File: src/logic/sasc_pkg.sv
// package for the station-address setup command executor
// assumes a 32-bit shared memory port and a single device clock
package sasc_pkg;
  localparam int CMD_WORD_W = 32;
  localparam int OPCODE_LSB = 16;
  localparam int OPCODE_MSB = 18;
  localparam logic [2:0] OPCODE_ADDR_SETUP = 3'h1;
  localparam int BIT_LIST_END = 31;
  localparam int BIT_DONE = 15;
  localparam int BIT_BUSY = 14;
  localparam int BIT_NO_ERROR = 13;
  localparam int BIT_ABORTED = 12;
  localparam int ADDR_MAX_BYTES = 6;
  localparam logic [2:0] ADDR_LEN_DEFAULT = 3'h6;
  localparam logic [47:0] BROADCAST_ADDR = 48'hffff_ffff_ffff;
  localparam logic [31:0] OFS_LINK_WORD = 32'h0000_0004;
  localparam logic [31:0] OFS_ADDR_WORD = 32'h0000_0008;
endpackage : sasc_pkg

File: src/logic/sasc_addr_compare.sv
// receive destination matcher against the current station address
// assumes the destination field is presented byte 0 in bits 7:0
`timescale 1ns/100ps
module sasc_addr_compare (
  input wire logic clock,
  input wire logic rst_n,
  input wire logic [47:0] stationAddress,
  input wire logic [2:0] addrLen,
  input wire logic [47:0] rxDestAddr,
  input wire logic rxDestValid,
  output logic rxMatch_reg
);
  logic [5:0] byteEq;

  // per-byte compare; bytes beyond the length always agree
  for (genvar i = 0; i < 6; i++) begin : g_byte
    assign byteEq[i] = (i >= addrLen) || (rxDestAddr[8*i +: 8] == stationAddress[8*i +: 8]);
  end

  // registered so that the result comes straight from a flip-flop
  always_ff @(posedge clock or negedge rst_n) begin
    if (!rst_n) begin
      rxMatch_reg <= 1'b0;
    end else begin
      rxMatch_reg <= rxDestValid && (&byteEq);
    end
  end
endmodule : sasc_addr_compare

File: src/logic/sasc_cmd_exec.sv
// station-address setup command executor of the command unit
// assumes a one-request memory port answering with memAck, 32-bit words
`timescale 1ns/100ps
// Summary of operation
// keep loaded address; source on transmit, destination match on receive
// broadcast address is the station address from reset until first setup
// broadcast also used as transmit source then, only when inline mode is off
// opcode bits 16 to 18 equal to 1 selects address setup
// host writes zeros into command bits 19 to 28 in 32-bit modes
// aborted bit set when a command-unit abort cut the command short
// address length zero to six bytes, that many bytes read
// least significant address bit is neither checked nor forced
// host should configure length before setup when not six bytes
// busy bit set at start or prefetch, cleared when done
// done and busy bits written together in one memory write
// no-error bit written one when no error, zero otherwise
// segmented: first byte upper half of link word; linear: after link word
// follow link to next block unless the list end flag is set
module sasc_cmd_exec (
  input wire logic clock,
  input wire logic rst_n,
  input wire logic cmdStart,
  input wire logic [31:0] cmdBase,
  input wire logic linearMode,
  input wire logic headerInlineMode,
  input wire logic [2:0] addrLenCfg,
  input wire logic abortReq,
  output logic memReq_reg,
  output logic memWrite_reg,
  output logic [31:0] memAddr_reg,
  output logic [31:0] memWdata_reg,
  input wire logic [31:0] memRdata,
  input wire logic memAck,
  output logic cmdDone_reg,
  output logic cmdUnknown_reg,
  output logic nextValid_reg,
  output logic [31:0] nextBase_reg,
  output logic [47:0] stationAddress_reg,
  output logic [47:0] txSourceAddr_reg,
  output logic txSourceValid_reg,
  input wire logic [47:0] rxDestAddr,
  input wire logic rxDestValid,
  output logic rxMatch_reg
);
  typedef enum {S_IDLE, S_RD_CMD, S_WR_BUSY, S_RD_LINK, S_RD_ADDR, S_WR_DONE} sasc_state_e;
  sasc_state_e state_reg;
  logic [31:0] cmdWord_reg;
  logic [31:0] linkWord_reg;
  logic [47:0] addrShadow_reg;
  logic [2:0] byteCnt_reg;
  logic aborted_reg;
  logic loaded_reg;
  logic [2:0] addrLen;
  logic isSetup;

  // lengths above six are clipped, the command block holds at most six
  assign addrLen = (addrLenCfg > 3'(sasc_pkg::ADDR_MAX_BYTES)) ?
    3'(sasc_pkg::ADDR_MAX_BYTES) : addrLenCfg;
  assign isSetup = memRdata[sasc_pkg::OPCODE_MSB:sasc_pkg::OPCODE_LSB] ==
    sasc_pkg::OPCODE_ADDR_SETUP;

  ////////////////////////////////////////////////////////////////////////////
  // sequencer: read command, mark busy, read address, write status
  always_ff @(posedge clock or negedge rst_n) begin
    if (!rst_n) begin
      state_reg <= S_IDLE;
      memReq_reg <= 1'b0;
      memWrite_reg <= 1'b0;
      memAddr_reg <= 32'h0;
      memWdata_reg <= 32'h0;
      cmdWord_reg <= 32'h0;
      linkWord_reg <= 32'h0;
      byteCnt_reg <= 3'h0;
      aborted_reg <= 1'b0;
    end else begin
      case (state_reg)
        S_IDLE: begin
          if (cmdStart) begin
            state_reg <= S_RD_CMD;
            memReq_reg <= 1'b1;
            memWrite_reg <= 1'b0;
            memAddr_reg <= cmdBase;
            aborted_reg <= 1'b0;
          end
        end
        S_RD_CMD: begin
          if (memAck) begin
            cmdWord_reg <= memRdata;
            if (isSetup) begin
              // bits 19..28 are not inspected; the host keeps them zero
              state_reg <= S_WR_BUSY;
              memWrite_reg <= 1'b1;
              memAddr_reg <= cmdBase;
              memWdata_reg <= memRdata | (32'h1 << sasc_pkg::BIT_BUSY);
            end else begin
              state_reg <= S_IDLE;
              memReq_reg <= 1'b0;
            end
          end
        end
        S_WR_BUSY: begin
          if (memAck) begin
            state_reg <= S_RD_LINK;
            memWrite_reg <= 1'b0;
            memAddr_reg <= cmdBase + sasc_pkg::OFS_LINK_WORD;
          end
        end
        S_RD_LINK: begin
          if (memAck) begin
            linkWord_reg <= memRdata;
            if (!linearMode) begin
              // segmented: first address byte shares the link word
              byteCnt_reg <= (addrLen != 3'h0) ? 3'h1 : 3'h0;
            end else begin
              byteCnt_reg <= 3'h0;
            end
            memAddr_reg <= cmdBase + sasc_pkg::OFS_ADDR_WORD;
            if (abortReq) begin
              state_reg <= S_WR_DONE;
              aborted_reg <= 1'b1;
            end else if ((!linearMode && addrLen <= 3'h1) || addrLen == 3'h0) begin
              state_reg <= S_WR_DONE;
            end else begin
              state_reg <= S_RD_ADDR;
            end
            if (abortReq || (!linearMode && addrLen <= 3'h1) || addrLen == 3'h0) begin
              memWrite_reg <= 1'b1;
              memAddr_reg <= cmdBase;
            end
          end
        end
        S_RD_ADDR: begin
          if (memAck) begin
            // four bytes a word, lowest lane first
            if (abortReq || 3'(byteCnt_reg + 3'h4) >= addrLen || byteCnt_reg > 3'h2) begin
              state_reg <= S_WR_DONE;
              memWrite_reg <= 1'b1;
              memAddr_reg <= cmdBase;
              aborted_reg <= abortReq;
            end else begin
              memAddr_reg <= memAddr_reg + 32'h4;
            end
            byteCnt_reg <= 3'(byteCnt_reg + 3'h4);
          end
        end
        S_WR_DONE: begin
          // done and busy change in the same single write
          memWdata_reg <= (cmdWord_reg & ~(32'h1 << sasc_pkg::BIT_BUSY))
            | (32'h1 << sasc_pkg::BIT_DONE)
            | ({31'h0, ~aborted_reg} << sasc_pkg::BIT_NO_ERROR)
            | ({31'h0, aborted_reg} << sasc_pkg::BIT_ABORTED);
          if (memAck) begin
            state_reg <= S_IDLE;
            memReq_reg <= 1'b0;
            memWrite_reg <= 1'b0;
          end
        end
        default: state_reg <= S_IDLE;
      endcase
    end
  end

  ////////////////////////////////////////////////////////////////////////////
  // address byte gathering; lsb kept as given
  always_ff @(posedge clock or negedge rst_n) begin
    if (!rst_n) begin
      addrShadow_reg <= 48'h0;
    end else if (state_reg == S_RD_LINK && memAck) begin
      addrShadow_reg <= linearMode ? 48'h0 : {40'h0, memRdata[31:24]};
    end else if (state_reg == S_RD_ADDR && memAck) begin
      for (int b = 0; b < 4; b++) begin
        if (32'(byteCnt_reg) + b < 32'(addrLen)) begin
          addrShadow_reg[8*(32'(byteCnt_reg) + b) +: 8] <= memRdata[8*b +: 8];
        end
      end
    end
  end

  ////////////////////////////////////////////////////////////////////////////
  // station address: broadcast until the first clean load
  always_ff @(posedge clock or negedge rst_n) begin
    if (!rst_n) begin
      stationAddress_reg <= sasc_pkg::BROADCAST_ADDR;
      loaded_reg <= 1'b0;
    end else if (state_reg == S_WR_DONE && memAck && !aborted_reg) begin
      stationAddress_reg <= addrShadow_reg;
      loaded_reg <= 1'b1;
    end
  end

  // transmit source; before any load it is offered only in non-inline mode
  always_ff @(posedge clock or negedge rst_n) begin
    if (!rst_n) begin
      txSourceAddr_reg <= sasc_pkg::BROADCAST_ADDR;
      txSourceValid_reg <= 1'b0;
    end else begin
      txSourceAddr_reg <= stationAddress_reg;
      txSourceValid_reg <= loaded_reg || !headerInlineMode;
    end
  end

  ////////////////////////////////////////////////////////////////////////////
  // completion pulse and link to the next block
  always_ff @(posedge clock or negedge rst_n) begin
    if (!rst_n) begin
      cmdDone_reg <= 1'b0;
      cmdUnknown_reg <= 1'b0;
      nextValid_reg <= 1'b0;
      nextBase_reg <= 32'h0;
    end else begin
      cmdDone_reg <= state_reg == S_WR_DONE && memAck;
      cmdUnknown_reg <= state_reg == S_RD_CMD && memAck && !isSetup;
      nextValid_reg <= state_reg == S_WR_DONE && memAck && !cmdWord_reg[sasc_pkg::BIT_LIST_END];
      if (state_reg == S_WR_DONE && memAck) begin
        nextBase_reg <= linearMode ? linkWord_reg : {16'h0, linkWord_reg[15:0]};
      end
    end
  end

  sasc_addr_compare u_cmp (
    .clock(clock),
    .rst_n(rst_n),
    .stationAddress(stationAddress_reg),
    .addrLen(addrLen),
    .rxDestAddr(rxDestAddr),
    .rxDestValid(rxDestValid),
    .rxMatch_reg(rxMatch_reg)
  );

  ////////////////////////////////////////////////////////////////////////////
  property p_default_broadcast;
    @(posedge clock) disable iff (!rst_n)
      !loaded_reg |-> stationAddress_reg == sasc_pkg::BROADCAST_ADDR;
  endproperty
  a_default_broadcast: assert property (p_default_broadcast) else $error("address left broadcast");

  property p_done_single_write;
    @(posedge clock) disable iff (!rst_n)
      (state_reg == S_WR_DONE && memAck) |-> memWrite_reg && memWdata_reg[sasc_pkg::BIT_DONE]
        && !memWdata_reg[sasc_pkg::BIT_BUSY];
  endproperty
  a_done_single_write: assert property (p_done_single_write) else $error("status write wrong");

  property p_busy_write;
    @(posedge clock) disable iff (!rst_n)
      (state_reg == S_WR_BUSY && memAck) |-> memWdata_reg[sasc_pkg::BIT_BUSY];
  endproperty
  a_busy_write: assert property (p_busy_write) else $error("busy bit not written");

  property p_ok_vs_abort;
    @(posedge clock) disable iff (!rst_n)
      (state_reg == S_WR_DONE && memAck) |->
        memWdata_reg[sasc_pkg::BIT_NO_ERROR] != memWdata_reg[sasc_pkg::BIT_ABORTED];
  endproperty
  a_ok_vs_abort: assert property (p_ok_vs_abort) else $error("ok and abort bits clash");

  property p_load;
    @(posedge clock) disable iff (!rst_n)
      (state_reg == S_WR_DONE && memAck && !aborted_reg) |=> stationAddress_reg == $past(addrShadow_reg);
  endproperty
  a_load: assert property (p_load) else $error("address not loaded");

  property p_tx_src;
    @(posedge clock) disable iff (!rst_n)
      (!loaded_reg && headerInlineMode) |=> !txSourceValid_reg;
  endproperty
  a_tx_src: assert property (p_tx_src) else $error("source offered in inline mode");

  property p_decode;
    @(posedge clock) disable iff (!rst_n)
      (state_reg == S_RD_CMD && memAck && !isSetup) |=> state_reg == S_IDLE && cmdUnknown_reg;
  endproperty
  a_decode: assert property (p_decode) else $error("wrong opcode accepted");

  property p_next;
    @(posedge clock) disable iff (!rst_n)
      nextValid_reg |-> !cmdWord_reg[sasc_pkg::BIT_LIST_END] && cmdDone_reg;
  endproperty
  a_next: assert property (p_next) else $error("link followed past list end");
endmodule : sasc_cmd_exec

File: config.mk
export PLATFORM = sky130hd
export DESIGN_NAME = sasc_cmd_exec
export DESIGN_NICKNAME = d
export VERILOG_FILES = /design/src/logic/sasc_pkg.sv /design/src/logic/sasc_addr_compare.sv /design/src/logic/sasc_cmd_exec.sv
export SDC_FILE = /design/constraint.sdc
export NUM_CORES = 1
export LEC_CHECK = 0
export BUFFER_PORTS_ARGS = -buffer_cell sky130_fd_sc_hd__clkbuf_2
export CORE_UTILIZATION = 55
export CTS_BUF_LIST = sky130_fd_sc_hd__clkbuf_4 sky130_fd_sc_hd__clkbuf_8
export CTS_CLUSTER_SIZE = 16
export DETAILED_ROUTE_END_ITERATION = 8
export HOLD_SLACK_MARGIN = 0.15
export PLACE_DENSITY_LB_ADDON = 0.05
export SYNTH_ARGS = -nofsm -noshare
export SYNTH_HDL_FRONTEND = slang
export SYNTH_SLANG_ARGS = --single-unit
File: constraint.sdc
create_clock -name clock -period 3.4 [get_ports clock]
set_input_delay 0.51 -clock clock [delete_from_list [all_inputs] [get_ports clock]]
set_output_delay 0.51 -clock clock [all_outputs]
set_load 0.1 [all_outputs]
== Word-level counts from Yosys, hierarchy flattened ==
Cells that the tools add are included.
Word-level totals
  bits in registers: 348
  output and inout bits: 199
Operators by class
  equality and inequality tests: 28
  shift-type cells: 8
  $lt $le $gt $ge: 14
  reductions and logical operators: 47
  bitwise operators: 3
  mux-type cells: 65
  $add $sub $neg: 11
Operator list (number)
  two-way mux 32 bit: 18
  two-way mux 48 bit: 12
  bitwise mux 48 bit: 4
  case mux 32 bit (6 select lines): 1
  variable shift 8 x 34 -> 48 bit (first input constant): 4
  variable part select 8 x 34 -> 48 bit: 4
  case mux 32 bit (5 select lines): 1
  negator 7 -> 34 bit: 3
  == test 32 x 2 -> 1 bit (second input constant): 3
  == test 32 x 3 -> 1 bit (second input constant): 3
  less-than comparator 32 x 3 -> 1 bit: 3
  adder 32 x 3 -> 32 bit (second input constant): 2
  == test 32 x 4 -> 1 bit (second input constant): 2
  case mux 32 bit (2 select lines): 1
  == test 8 bit: 6
  negator 6 -> 34 bit: 1
  adder 32 x 4 -> 32 bit (second input constant): 1
  == test 32 x 1 -> 1 bit (second input constant): 1
  logical NOT 32 bit: 1
  OR 32 x 13 -> 32 bit: 1
  OR 32 x 14 -> 32 bit: 1
  inequality test 2 bit (second input constant): 11
  two-way mux 1 bit: 19
  AND reduction 7 bit: 2
  other kinds (33): 71

== Logic depth before layout (Yosys ltp) ==
  word-level depth: 18
  depth in mapped cells: 11
  mapped depth without buffers: 8

== Modules after synthesis ==
From an unflattened synthesis, not the netlist that was laid out.
Second synthesis, totals
  cell total of the unflattened synthesis: 1500
  area total of the unflattened synthesis: 15544.9 µm²
By module, submodules not included
  sasc_cmd_exec: instances 1, cells an instance 1428, sequential area each 8002.7 µm², area an instance 14949.3 µm²
  sasc_addr_compare: instances 1, cells an instance 72, sequential area each 25.0 µm², area an instance 595.6 µm²

== Worst setup path before layout ==
Ideal clock, no wire load.
  path kind: register to register
  start point: reg memAddr_reg[11]
  end point: reg memAddr_reg[31]
  library setup time: 0.132 ns
  stages on the path, launching flop included: 8
  slack: 0.591 ns
  data arrival time: 2.677 ns
  data required time: 3.268 ns
  cell sequence: dfrtp_1 > buf_2 > nand4_1 > nor4_4 > and3_1 > a31oi_1 > o21ai_0 > or3b_1
Between the ends
  word-level cells in the longest chain between the ends: 4
Ends and longest elaborated chain
  start: declaration: line sasc_cmd_exec.sv:30  | output logic [31:0] memAddr_reg,
  start signal: assignment: line sasc_cmd_exec.sv:82  | memAddr_reg <= cmdBase;
  start signal: assignment: line sasc_cmd_exec.sv:93  | memAddr_reg <= cmdBase;
  start signal: assignment: line sasc_cmd_exec.sv:105  | memAddr_reg <= cmdBase + sasc_pkg::OFS_LINK_WORD;
  adder 32 x 3 -> 32 bit: line sasc_cmd_exec.sv:141  | memAddr_reg <= memAddr_reg + 32'h4;
  two-way mux 32 bit: line sasc_cmd_exec.sv:135  | if (abortReq || 3'(byteCnt_reg + 3'h4) >= addrLen || byteCnt_reg > 3'h2) begin
  two-way mux 32 bit: line sasc_cmd_exec.sv:133  | if (memAck) begin
  case mux 32 bit (5 select lines): line sasc_cmd_exec.sv:76  | case (state_reg)
Every way passes these cells. The select of a mux whose other input is x is not followed.
A chain may end at the register's enable or synchronous reset.

== Final worst setup path ==
  start point: reg byteCnt_reg[0]
  end point: reg addrShadow_reg[32]
Between the ends
  word-level cells in the longest chain between the ends: 18
  elaborated cells on any way between the ends: 35
  those cells by class: add/sub: 7; order compare: 4; shift: 8; mux: 16
Ends and longest elaborated chain
  start: declaration: line sasc_cmd_exec.sv:50  | logic [2:0] byteCnt_reg;
  start signal: assignment: line sasc_cmd_exec.sv:113  | byteCnt_reg <= (addrLen != 3'h0) ? 3'h1 : 3'h0;
  start signal: assignment: line sasc_cmd_exec.sv:143  | byteCnt_reg <= 3'(byteCnt_reg + 3'h4);
  negator 6 -> 34 bit: line sasc_cmd_exec.sv:173  | addrShadow_reg[8*(32'(byteCnt_reg) + b) +: 8] <= memRdata[8*b +: 8];
  variable part select 8 x 34 -> 48 bit or variable shift 8 x 34 -> 48 bit (tied branches): line sasc_cmd_exec.sv:173
  bitwise mux 48 bit: line sasc_cmd_exec.sv:173
  two-way mux 48 bit: line sasc_cmd_exec.sv:172  | if (32'(byteCnt_reg) + b < 32'(addrLen)) begin
  two-way mux 48 bit: line sasc_cmd_exec.sv:170  | end else if (state_reg == S_RD_ADDR && memAck) begin
  two-way mux 48 bit: line sasc_cmd_exec.sv:168  | end else if (state_reg == S_RD_LINK && memAck) begin
  bitwise mux 48 bit: line sasc_cmd_exec.sv:173
  two-way mux 48 bit: line sasc_cmd_exec.sv:172
  (+2 left out)
  bitwise mux 48 bit: line sasc_cmd_exec.sv:173
  two-way mux 48 bit: line sasc_cmd_exec.sv:172
  two-way mux 48 bit: line sasc_cmd_exec.sv:170
  two-way mux 48 bit: line sasc_cmd_exec.sv:168
  bitwise mux 48 bit: line sasc_cmd_exec.sv:173
  two-way mux 48 bit (*): line sasc_cmd_exec.sv:172
  two-way mux 48 bit (*): line sasc_cmd_exec.sv:170
  two-way mux 48 bit (*): line sasc_cmd_exec.sv:168
  end signal: assignment: line sasc_cmd_exec.sv:169  | addrShadow_reg <= linearMode ? 48'h0 : {40'h0, memRdata[31:24]};
  end signal: indexed assignment: line sasc_cmd_exec.sv:173
  end: declaration: line sasc_cmd_exec.sv:49  | logic [47:0] addrShadow_reg;
Every way passes the cells marked *; elsewhere a longest branch is shown, timed or not. The select of a mux whose other input is x is not followed.

==> reports/qor.txt <==
status -> finished clean
top sig layer -> met4
Max-cap violations -> 0
DRT antenna net count -> 0
CP max FO -> 16
Syn Area/Cell -> 10.6 sq um
slowest cell on the critical path -> or4_1
crit path DAT -> 3.51 ns
met1 wire length -> 20500 um
sequential area share after synthesis -> 51.1%
top cell type's share of synthesized area -> 35.1%
Setup Skew -> 0.0263 ns
Cell Area, Placed -> 17900 sq um
Die Ht -> 171 um
Total Wirelength -> 47700 um
drt wl/cell -> 21.2 um
Clock Pin Slew Worst Setup and Hold Paths -> 0.07 ns
total CTS buffers -> 52
LEAKAGE -> 8.62 nW
FILL cells -> 2288
GPL Wtd Cong -> 1.02
Die ar. -> 29200 sq um
Synth Cell Area -> 15700 sq um
period utilization -> 88.9%
Die W -> 171 um
global route overflow -> 0
Critical Path RT -> 3.88 ns
CTS root buf -> clkbuf_8
Met2 Wirelength -> 21600 um
Initial DRT Pass Iterations -> 7
CP Capture Type -> flip-flop
Fin Setup TNS -> 0 ns
Vias/cell -> 6.04
Clock Latency Late Sink -> 0.59 ns
Port Buf Inserts -> 321
core area -> 27900 sq um
Resize count post-CTS -> 0
setup repair after global routing missed its margin -> false
Starting Density -> 56.2%
multiplexer share of the synthesized area -> 11.0%
post-route cell area -> 19200 sq um
met3 wire length -> 3870 um
clock sinks -> 316
Compound-Gate Fraction of Synth Area -> 16.0%
Area Overhead vs Synth -> 22.3%
crit-path cells -> inv_1 -> buf_4 -> ha_1 -> nor2b_1 -> o21ai_0 -> nand4b_1 -> or4_1 -> and3_1 -> o31ai_1
Iteration-0 DRC Markers -> 1230
Max Clk Rate -> 331 MHz
Final Instance Count excl. Fillers -> 2250
Final setup viols -> 0
placed insts -> 2148
nets -> 1974
largest area contributor in the synthesized netlist -> dfrtp_1
Slew @ Worst Pin -> 0.894 ns
Max Slew Vio Count -> 0
flop2flop setup slack -> 0.38 ns
Primary FF master, synth -> dfrtp_1
synth top area cells -> dfrtp_1 (35%), dfstp_2 (16%), mux2_2 (9.3%)
adder-cell share of the synthesized area -> 1.80%
Row Count -> 61
worst IR drop on VDD -> 913 uV
Top Ports -> 322
Rel. slew slack -> 40.2%
Detailed Place HPWL -> 34200 um
All-Layer GR Usage -> 32.6%
layout cells sized above 1 -> 38.5%
pwr/cell area -> 953 nW/um^2
EDFF count, synth -> 0
Seq cells post-synth -> 316
Worst path max stage delay -> 0.66 ns
HP Class -> in -> reg
clk buf depth -> 3
YS warnings -> 0
Final Hold Viols -> 0
Post-Synth XOR/XNOR Area -> 2.96%
vias in the first global route -> 13000
Yosys cell types -> 85
H-Tree Depth -> 2
largest family of logic cells by synthesized area -> compound AO/OA/AOI/OAI gates
post-layout min period -> 3.02 ns
number of cells produced by synthesis -> 1482
post-CTS setup buffer count -> 0
area share of and/or/nand/nor cells after synthesis -> 14.1%
initial antenna violation count -> 2
Critical Path Start Type -> flip-flop
Residual DRC -> 0
largest net degree at the start of global routing -> 87
crit path kind -> reg -> reg
first-pass GRT wire length -> 73200 um
CTS tree -> done
Async SR Flop Fraction -> 100%
vias -> 13600
[stage by stage]
stage / power, mW / hold slack [ns] / setup slack, ns / util [%]
after CTS: 18.3 / 0.153 / 0.469 / 68.7
after floorplan: 12.6 / 0.214 / 0.591 / -
final: 18.3 / 0.256 / 0.376 / 68.7
after global routing: 19.1 / 0.267 / 0.137 / 68.7
after detailed placement: 14.5 / 0.381 / 0.413 / 64.2
after global placement: 14.4 / 0.379 / 0.455 / 64.2
[Yosys cell counts (35+ instances only)]
| master | n |
|---|---|
| nand3_1 | 35 |
| nand2_1 | 165 |
| dfstp_2 | 96 |
| xnor2_1 | 35 |
| nor2_1 | 56 |
| o21ai_0 | 144 |
| a22oi_1 | 53 |
| clkbuf_1 | 59 |
| a21oi_1 | 55 |
| and3_1 | 36 |
| mux2_2 | 129 |
| dfrtp_1 | 220 |
[worst max-delay path, delay by kind of cell, from the launching register on]
family	cells	cell delay, ns
compound gates	2	0.47
simple gates	4	1.20
fa+ha+maj	1	0.28
buf+inv	2	0.41
flops	1	0.57
[routing by layer]
metal | global-route usage (%) | up-vias
met5 | 0 | -
met4 | 14.2 | 0
met3 | 5.97 | 109
met2 | 49.8 | 684
met1 | 45.5 | 6607
li1 | - | 6186
[repair_timing]
action / in CTS / in global routing
hold buffers: 4 / 1
hold endpoints to repair: 59 / 1
setup endpoints to repair: 0 / 0
[cells by family (layout without fill, tap and decap cells)]
logic type / after synthesis / after routing
fa+ha+maj: 22 / 22
compound gates: 387 / 387
buf+inv: 109 / 497
xor+xnor: 53 / 53
simple gates: 437 / 437
other cells: 1 / 3
flops: 316 / 316
mux: 157 / 157
[path summary, 6_finish.rpt]
kind | cells past startpoint | startpoint | endpoint
worst max-delay path | 9 | byteCnt_reg[0] | addrShadow_reg[32]
worst min-delay path | 3 | cmdStart | memReq_reg
worst max register to register | 9 | byteCnt_reg[0] | addrShadow_reg[32]
worst min register to register | 0 | stationAddress_reg[42] | txSourceAddr_reg[42]
max in group asynchronous | 3 | rst_n | byteCnt_reg[0]
min in group asynchronous | 2 | rst_n | txSourceValid_reg
[power by group]
part	switching, mW	internal, mW	total [mW]
clock network	1.55	2.21	3.76
registers	0.862	4.97	5.83
logic	6.75	1.95	8.70
[final cells by class]
class	instances	area, sq um	share of cell area [%]
Sequential cell	316	8030	41.8
Multi-Input combinational cell	1058	7280	37.9
Timing Repair Buffer	380	2120	11.1
Clock buffer	83	1050	5.49
Tap cell	378	473	2.46
Clock inverter	13	160	0.834
Inverter	21	78.8	0.411
Antenna cell	1	2.50	0.0130
[layout by cell type (no fill, tap or decap), types with 5 or more instances in the layout]
cell             n
nand2_1        164
and4_1           6
a22oi_1         53
clkinv_2         7
o21ai_0        142
nand3_1         35
dlygate4sd3_1    5
a31oi_1         21
or3_1            5
nor2b_1          6
mux2i_1         28
clkbuf_4        14
nor3b_1          7
clkbuf_2       320
o31ai_1         11
nand4_1         29
o32ai_1          6
and2_1           7
nor2_1          53
a22o_1          10
a32oi_1          5
a21oi_1         55
xnor2_1         35
xor2_1          18
or4_1            6
dfstp_2         96
o211ai_1         5
clkbuf_8        69
mux2_2         129
nor3_1          30
nand2b_1         8
nor4_1          17
buf_4           50
ha_1            21
a2bb2oi_1        9
o311ai_0         5
inv_1           21
and3_1          36
dfrtp_1        220
Note: power is estimated with default switching activity, not from simulation.
